File: config.mk
export PLATFORM = sky130hd
export DESIGN_NAME = iapc_ctrl
export DESIGN_NICKNAME = d
export VERILOG_FILES = /design/src/hw/iapc_ctrl.v
export VERILOG_INCLUDE_DIRS = /design/src /design/src/hw
export SDC_FILE = /design/constraint.sdc
export NUM_CORES = 2
export LEC_CHECK = 0
export ABC_AREA = 1
export ABC_CLOCK_PERIOD_IN_PS = 2100
export BUFFER_PORTS_ARGS = -buffer_cell sky130_fd_sc_hd__buf_2
export CAP_MARGIN = 10
export CORE_MARGIN = 2
export CORE_UTILIZATION = 55
export CTS_CLUSTER_SIZE = 25
export DETAILED_ROUTE_END_ITERATION = 6
export PLACE_DENSITY = 0.75
export SYNTH_ARGS = -nofsm -noshare
export SYNTH_HDL_FRONTEND = slang
export SYNTH_SLANG_ARGS = --single-unit
File: constraint.sdc
create_clock -name core_clk -period 2.1 [get_ports core_clk]
set_input_delay 0.21 -clock core_clk [delete_from_list [all_inputs] [get_ports core_clk]]
set_output_delay 0.21 -clock core_clk [all_outputs]
set_load 0.01 [all_outputs]
File: src/hw/iapc_defines.vh
`ifndef IAPC_DEFINES_VH
`define IAPC_DEFINES_VH
`define IAPC_OFF_CTRL 12'h000
`define IAPC_OFF_RSTKEY 12'h004
`define IAPC_OFF_BUFCLR 12'h008
`define IAPC_OFF_ADDRL 12'h00c
`define IAPC_OFF_ADDRH 12'h010
`define IAPC_OFF_D0L 12'h014
`define IAPC_OFF_D0H 12'h018
`define IAPC_OFF_K1L 12'h01c
`define IAPC_OFF_K1H 12'h020
`define IAPC_OFF_K2L 12'h024
`define IAPC_OFF_K2H 12'h028
`define IAPC_OFF_K3L 12'h02c
`define IAPC_OFF_K3H 12'h030
`define IAPC_BIT_MODEN 7
`define IAPC_BIT_UNLOCK 3
`define IAPC_BIT_PROG 2
`define IAPC_BIT_RPERMIT 1
`define IAPC_BIT_READ 0
`define IAPC_BIT_BUFCLR 0
`define IAPC_OP_WRITE 3'h0
`define IAPC_OP_ERASE 3'h1
`define IAPC_OP_READ 3'h3
`define IAPC_OP_UNLOCK 3'h6
`define IAPC_KEY_L1 8'h00
`define IAPC_KEY_L2 8'h0d
`define IAPC_KEY_L3 8'hc3
`define IAPC_KEY_H1 8'h04
`define IAPC_KEY_H2 8'h09
`define IAPC_KEY_H3 8'h40
`define IAPC_RSTKEY_VAL 8'h55
`define IAPC_RST_BYTE 8'h00
`define IAPC_ERASED_WORD 16'h0000
`define IAPC_PAGE_LAST 5'h1f
`define IAPC_UNLOCK_CYC 16'd1000
`define IAPC_READ_CYC 8'd3
`define IAPC_PROG_CYC 8'd64
`define IAPC_RESET_CYC 8'd16
`endif

File: src/hw/iapc_ctrl.v
// Design decisions made here: the AHB-Lite slave port and the address map.
`timescale 1ns/10ps
`include "iapc_defines.vh"
module iapc_ctrl #(
  parameter UNLOCK_CYC = `IAPC_UNLOCK_CYC
) (
  input wire core_clk,
  input wire reset,
  input wire hsel,
  input wire [31:0] haddr,
  input wire [1:0] htrans,
  input wire hwrite,
  input wire [2:0] hsize,
  input wire [31:0] hwdata,
  input wire hready,
  output reg [31:0] hrdata,
  output wire hreadyout,
  output wire hresp,
  output wire cpu_halt,
  output reg chip_reset_req,
  output reg [11:0] flash_addr,
  output reg [15:0] flash_wdata,
  output reg flash_wr_en,
  output reg flash_erase_en,
  input wire [15:0] flash_rdata
);
  localparam ST_IDLE = 2'd0;
  localparam ST_READ = 2'd1;
  localparam ST_PROG = 2'd2;
  localparam ST_CLR = 2'd3;

  reg [1:0] state_r;
  reg [7:0] cnt_r;
  reg [5:0] idx_r;
  reg wr_ph_r;
  reg [11:0] wa_r;
  reg mod_en_r;
  reg [2:0] op_r;
  reg unlock_r;
  reg prog_r;
  reg rperm_r;
  reg read_r;
  reg bufclr_r;
  reg [15:0] utmr_r;
  reg [7:0] rstkey_r;
  reg [7:0] rstcnt_r;
  reg [11:0] addr_r;
  reg [7:0] d0l_r;
  reg [7:0] d0h_r;
  reg [7:0] k1l_r, k1h_r, k2l_r, k2h_r, k3l_r, k3h_r;
  reg [15:0] buf_mem [0:31];
  reg [31:0] tag_r;
  reg [6:0] buf_page_r;
  reg [7:0] rd_byte;
  wire [7:0] wb = hwdata[7:0];
  integer i;

  wire wr_go = wr_ph_r;
  wire key_ok = k1l_r == `IAPC_KEY_L1 && k2l_r == `IAPC_KEY_L2 &&
    k3l_r == `IAPC_KEY_L3 && k1h_r == `IAPC_KEY_H1 &&
    k2h_r == `IAPC_KEY_H2 && k3h_r == `IAPC_KEY_H3;
  wire busy = state_r != ST_IDLE;
  wire [4:0] word_ix = idx_r[4:0];

  assign hreadyout = 1'b1;
  assign hresp = 1'b0;
  // Halting only for successfully launched operations.
  assign cpu_halt = state_r == ST_READ || state_r == ST_PROG;

  always @(posedge core_clk) begin
    if (reset) begin
      wr_ph_r <= 1'b0;
      wa_r <= 12'h000;
    end else if (hready) begin
      wr_ph_r <= hsel && htrans[1] && hwrite;
      wa_r <= haddr[11:0];
    end
  end

  always @* begin
    case (haddr[11:0])
      `IAPC_OFF_CTRL: rd_byte = {mod_en_r, op_r, unlock_r, prog_r,
                                 rperm_r, read_r};
      `IAPC_OFF_RSTKEY: rd_byte = rstkey_r;
      `IAPC_OFF_BUFCLR: rd_byte = {7'h00, bufclr_r};
      `IAPC_OFF_ADDRL: rd_byte = addr_r[7:0];
      `IAPC_OFF_ADDRH: rd_byte = {4'h0, addr_r[11:8]};
      `IAPC_OFF_D0L: rd_byte = d0l_r;
      `IAPC_OFF_D0H: rd_byte = d0h_r;
      `IAPC_OFF_K1L: rd_byte = k1l_r;
      `IAPC_OFF_K1H: rd_byte = k1h_r;
      `IAPC_OFF_K2L: rd_byte = k2l_r;
      `IAPC_OFF_K2H: rd_byte = k2h_r;
      `IAPC_OFF_K3L: rd_byte = k3l_r;
      `IAPC_OFF_K3H: rd_byte = k3h_r;
      default: rd_byte = 8'h00;
    endcase
  end

  always @(posedge core_clk) begin
    if (reset) begin
      hrdata <= 32'h00000000;
    end else if (hready && hsel && htrans[1] && !hwrite) begin
      hrdata <= {24'h000000, rd_byte};
    end
  end

  always @(posedge core_clk) begin
    if (reset) begin
      state_r <= ST_IDLE;
      cnt_r <= 8'h00;
      idx_r <= 6'h00;
      mod_en_r <= 1'b0;
      op_r <= 3'h0;
      unlock_r <= 1'b0;
      prog_r <= 1'b0;
      rperm_r <= 1'b0;
      read_r <= 1'b0;
      bufclr_r <= 1'b0;
      utmr_r <= 16'h0000;
      rstkey_r <= `IAPC_RST_BYTE;
      addr_r <= 12'h000;
      d0l_r <= `IAPC_RST_BYTE;
      d0h_r <= `IAPC_RST_BYTE;
      k1l_r <= `IAPC_RST_BYTE;
      k1h_r <= `IAPC_RST_BYTE;
      k2l_r <= `IAPC_RST_BYTE;
      k2h_r <= `IAPC_RST_BYTE;
      k3l_r <= `IAPC_RST_BYTE;
      k3h_r <= `IAPC_RST_BYTE;
      tag_r <= 32'h00000000;
      buf_page_r <= 7'h00;
      flash_addr <= 12'h000;
      flash_wdata <= 16'h0000;
      flash_wr_en <= 1'b0;
      flash_erase_en <= 1'b0;
    end else begin
      flash_wr_en <= 1'b0;
      flash_erase_en <= 1'b0;
      if (wr_go) begin
        case (wa_r)
          `IAPC_OFF_CTRL: begin
            // Clear only; a one written here never sets it.
            if (!wb[`IAPC_BIT_MODEN])
              mod_en_r <= 1'b0;
            op_r <= wb[6:4];
            // All three at once is illegal: bits 3:0 are ignored; op_r and the MODEN clear still apply.
            if (!(wb[`IAPC_BIT_PROG] && wb[`IAPC_BIT_RPERMIT] &&
                  wb[`IAPC_BIT_READ])) begin
              rperm_r <= wb[`IAPC_BIT_RPERMIT];
              if (wb[`IAPC_BIT_UNLOCK] && !unlock_r &&
                  wb[6:4] == `IAPC_OP_UNLOCK) begin
                unlock_r <= 1'b1;
                utmr_r <= UNLOCK_CYC[15:0];
              end
              if (wb[`IAPC_BIT_PROG] && !busy)
                prog_r <= 1'b1;
              if (wb[`IAPC_BIT_READ] && !busy)
                read_r <= 1'b1;
            end
          end
          `IAPC_OFF_RSTKEY: rstkey_r <= wb;
          `IAPC_OFF_BUFCLR: if (wb[`IAPC_BIT_BUFCLR] && !busy)
            bufclr_r <= 1'b1;
          `IAPC_OFF_ADDRL: addr_r[7:0] <= wb;
          `IAPC_OFF_ADDRH: addr_r[11:8] <= wb[3:0];
          `IAPC_OFF_D0L: d0l_r <= wb;
          `IAPC_OFF_D0H: begin
            d0h_r <= wb;
            // Load word, tag its slot, advance but pin at page end.
            buf_mem[addr_r[4:0]] <= {wb, d0l_r};
            tag_r[addr_r[4:0]] <= 1'b1;
            buf_page_r <= addr_r[11:5];
            if (addr_r[4:0] != `IAPC_PAGE_LAST)
              addr_r <= addr_r + 12'h001;
          end
          `IAPC_OFF_K1L: k1l_r <= wb;
          `IAPC_OFF_K1H: k1h_r <= wb;
          `IAPC_OFF_K2L: k2l_r <= wb;
          `IAPC_OFF_K2H: k2h_r <= wb;
          `IAPC_OFF_K3L: k3l_r <= wb;
          `IAPC_OFF_K3H: k3h_r <= wb;
          default: ;
        endcase
      end
      // Keys only count while the window is open.
      if (unlock_r) begin
        if (key_ok)
          mod_en_r <= 1'b1;
        if (utmr_r == 16'h0000)
          unlock_r <= 1'b0;
        else
          utmr_r <= utmr_r - 16'h0001;
      end
      case (state_r)
        ST_IDLE: begin
          if (read_r) begin
            // Without permit the request is dropped at once.
            if (rperm_r && op_r == `IAPC_OP_READ) begin
              state_r <= ST_READ;
              cnt_r <= `IAPC_READ_CYC;
              flash_addr <= addr_r;
            end else
              read_r <= 1'b0;
          end else if (prog_r) begin
            // No permission or wrong mode: nothing is touched.
            if (mod_en_r && (op_r == `IAPC_OP_WRITE ||
                op_r == `IAPC_OP_ERASE)) begin
              state_r <= ST_PROG;
              idx_r <= 6'h00;
              cnt_r <= `IAPC_PROG_CYC;
            end else
              prog_r <= 1'b0;
          end else if (bufclr_r) begin
            state_r <= ST_CLR;
          end
        end
        ST_READ: begin
          if (cnt_r == 8'h00) begin
            {d0h_r, d0l_r} <= flash_rdata;
            read_r <= 1'b0;
            state_r <= ST_IDLE;
          end else
            cnt_r <= cnt_r - 8'h01;
        end
        ST_PROG: begin
          // Revoked permission aborts the rest of the page.
          if (!mod_en_r || idx_r[5]) begin
            prog_r <= 1'b0;
            tag_r <= 32'h00000000;
            state_r <= ST_IDLE;
          end else if (cnt_r != 8'h00) begin
            cnt_r <= cnt_r - 8'h01;
          end else begin
            if (tag_r[word_ix]) begin
              flash_addr <= {buf_page_r, word_ix};
              if (op_r == `IAPC_OP_ERASE) begin
                flash_wdata <= `IAPC_ERASED_WORD;
                flash_erase_en <= 1'b1;
              end else begin
                flash_wdata <= buf_mem[word_ix];
                flash_wr_en <= 1'b1;
              end
            end
            cnt_r <= `IAPC_PROG_CYC;
            idx_r <= idx_r + 6'h01;
          end
        end
        ST_CLR: begin
          for (i = 0; i < 32; i = i + 1)
            buf_mem[i] <= 16'h0000;
          tag_r <= 32'h00000000;
          bufclr_r <= 1'b0;
          state_r <= ST_IDLE;
        end
        default: state_r <= ST_IDLE;
      endcase
    end
  end

  // A held pulse so the chip reset tree sees a clean request.
  always @(posedge core_clk) begin
    if (reset) begin
      rstcnt_r <= 8'h00;
      chip_reset_req <= 1'b0;
    end else if (wr_go && wa_r == `IAPC_OFF_RSTKEY &&
                 hwdata[7:0] == `IAPC_RSTKEY_VAL) begin
      rstcnt_r <= `IAPC_RESET_CYC;
      chip_reset_req <= 1'b1;
    end else if (rstcnt_r != 8'h00) begin
      rstcnt_r <= rstcnt_r - 8'h01;
      chip_reset_req <= rstcnt_r != 8'h01;
    end
  end
endmodule

==> run_results.csv <==
group,metric,value,unit
yosys,yosysSeqAreaShare,0.4344,
outcome,violations,"design-rule violations, negative setup slack",
worst_setup_path,crit_chain,"nor2_2 -> nand2_2 -> nor2_4 -> nand2_4 -> nor2_8 -> buf_12 -> nand2_8 -> clkinv_8 -> nand2_4 -> nor2_4 -> clkbuf_16 -> nor2_2 -> nor3_1",
detailed_routing,viasPerCell,5.919,
worst_setup_path,slowest_stage,"dfxtp_2",
sta,relSlewSlack,0.4497,
global_routing,busiest_layer,"met2",
yosys,async_reset_ff_frac,0,
detailed_routing,wl_per_cell,20.83,µm
sta,finalCriticalPeriod,2.216,ns
pwr,ir_drop,0.7631,mV
clock_tree,numCtsBuffers,78,
final_layout,final_common_cell,"nor2_1",
yosys,syn_area_per_cell,6.828,µm²
sta,post-route-period-util,1.055,
clock_tree,clockBufferDepth,3,
global_routing,grt-ovfl-total,0,
final_layout,ff_latch_area,14850,µm²
final_layout,nets,5290,
detailed_routing,vias,35980,
worst_setup_path,ff2ff_setup_slack,-0.12,ns
die,start_util,0.5543,
detailed_routing,antenna_left,0,
detailed_routing,drc,9,
clock_tree,cts_sinks,741,
global_routing,gr-usage-met1,0.4888,
yosys,synth_area,34150,µm²
sta,report.final.slew_viol_count,0,
clock_tree,clk_latency,0.63,ns
sta,setup_ws,-0.1158,ns
final_layout,antenna_cells,0,
detailed_routing,first_pass_iters,7,
pwr,power-per-cell-area,1231,nW/µm²
global_routing,grt_use_met2,0.5487,
final_layout,final_cell_mix,"nor2_1, nand2_1, dfxtp_1",
sta,holdWs,0.02306,ns
yosys,synth_cells,5001,
placed_design,hpwl,74.80,mm
global_routing,antenna_found_initial,1,
global_routing,grt_first_pass_wirelength,181.4,mm
clock_tree,clkTransAtPathRegs,0.06,ns
worst_setup_path,crit_path_max_fanout,8,
worst_setup_path,crit_arrival,2.77,ns
pwr,power,51.74,mW
final_layout,multiInputGateArea,17840,µm²
final_layout,fin_util,0.6826,
detailed_routing,dr.first_iter.drc_count,5205,
yosys,synth_edf_count,0,
yosys,yosysWarnings,0,
final_layout,area.growth.synth_to_final,23.13,%
sta,tightest_slew,0.8204,ns
pwr,p_leak,17.59,nW
die,num_io_pins,156,
worst_setup_path,critPathMaxStageDelay,0.32,ns
clock_tree,cts_tree,"done",
sta,finClkSkew,0.02749,ns
die,die_y,253.2,µm
worst_setup_path,critPathRequiredTime,2.65,ns
die,die_w,253.2,µm
placed_design,port_buffers,81,
clock_tree,root_buffer,"clkbuf_16",
outcome,status,"complete, but fails checks",
sta,rsz0062_at_grt,"yes",
yosys,synth_largest_area_cell,"dfxtp_1",
yosys,synthTopCellsByArea,"dfxtp_1, nor2_1, nand2_1, nand3_1, nor3_1",
sta,setup_viol_count_final,40,
yosys,ys_ff_latch,741,
final_layout,n_fill_cell,5107,
detailed_routing,wl,126.6,mm
global_routing,track_usage,0.3646,
die,die_area,64090,µm²
die,core-area,61600,µm²
placed_design,gp_congestion,0.9361,
global_routing,grt_use_met3,0.05890,
worst_setup_path,critical_path_class,"reg2reg",
yosys,synth_cell_types,46,
worst_setup_path,endpoint_kind,"flop",
sta,hold_violations,0,
global_routing,grt_pass1_vias,31678,
worst_setup_path,startpoint_type,"flop",
yosys,synth_ff_type,"dfxtp_1",
job,cap_viol_max_count,0,
sta,setup-tns-final,-1.274,ns
sta,clock.fmax,0.4513,GHz
global_routing,grt_max_degree,70,
clock_tree,h-tree-depth,3,
die,num_rows,91,
worst_hold_path,hp-class,"in2reg",
final_layout,drive_above_1_share,0.1568,
yosys,synth_top_cell_area_share,0.4344,
[stage by stage]
| step | std cells | worst slack, ns | instance area, µm² |
|---|---|---|---|
| floorplan | 5025 | 0.1632 | 34240 |
| global placement | 5842 | -0.07558 | 37060 |
| detailed placement | 5842 | -0.1234 | 37060 |
| CTS | 6018 | 0.006543 | 40100 |
| global route | 6079 | -0.1633 | 42040 |
| finish | 6079 | -0.1158 | 42040 |
[cell type report]
class / instances / area share
Sequential cell: 741 / 0.3532
Timing Repair inverter: 3 / 0.0005952
Clock inverter: 28 / 0.007559
Multi-Input combinational cell: 3701 / 0.4243
Timing Repair Buffer: 460 / 0.1164
Inverter: 199 / 0.01914
Clock buffer: 110 / 0.05389
Tap cell: 837 / 0.02491
[state kept, by name, indices dropped and copies added (netlist names), 12 cells and up, named ones only]
| register | cells |
|---|---|
| buf_mem | 512 |
| utmr_r | 16 |
| flash_addr | 12 |
| tag_r | 32 |
| flash_wdata | 16 |
| wa_r | 12 |
| addr_r | 12 |
[synth_stat cells (17+ instances only)]
master / number
a21oi_1: 160
buf_4: 53
dfxtp_1: 741
a211oi_1: 158
inv_1: 175
nor3_1: 405
nand3_1: 462
clkbuf_1: 235
o21ai_0: 224
buf_2: 52
nand2_1: 865
buf_1: 45
nand4_1: 17
nor2_4: 21
nor2_1: 1237
[final timing paths]
| check | from | to | depth (start not counted) |
|---|---|---|---|
| max | wa_r[11]$_SDFFE_PP0P_ | buf_mem[1][6]$_SDFFE_PP0P_ | 13 |
| min | flash_rdata[12] | d0h_r[4]$_SDFF_PP0_ | 4 |
| max reg2reg | wa_r[11]$_SDFFE_PP0P_ | buf_mem[1][6]$_SDFFE_PP0P_ | 13 |
| min reg2reg | buf_page_r[5]$_SDFFE_PP0P_ | buf_page_r[5]$_SDFFE_PP0P_ | 2 |
[critical path: cells and delay by family, from the launching register on]
kind / cells / cell delay, ns
AND/OR/NAND/NOR: 10 / 1.28
flip-flops: 1 / 0.32
buffers and inverters: 3 / 0.53
[power breakdown]
part           internal, mW  total [mW]  switching (mW)
sequential             18.0        20.2            2.18
combinational          6.85        17.4            10.5
clock                  8.27        14.2            5.96
[logic make-up after synthesis]
kind of cell    synth area share
simple gates              0.3849
flops                     0.4344
buf+inv                  0.07211
compound gates           0.09762
xor+xnor                0.004874
fa+ha+maj               0.005863
other cells            0.0002199
[timing repair]
item	4_1_cts	5_1_grt
pin swaps	2	120
hold buffers	33	0
endpoints found under the setup margin	386	546
buffers inserted	2	36
resized for setup	7	280
hold endpoints to repair	36	0
gates cloned	3	26
[metal layers]
metal	routed length (µm)	up-vias
met5	18	-
met4	9028	2
met3	15240	483
met2	54300	2306
met1	48050	16456
li1	-	16733
(Power assumes the default switching activity.)
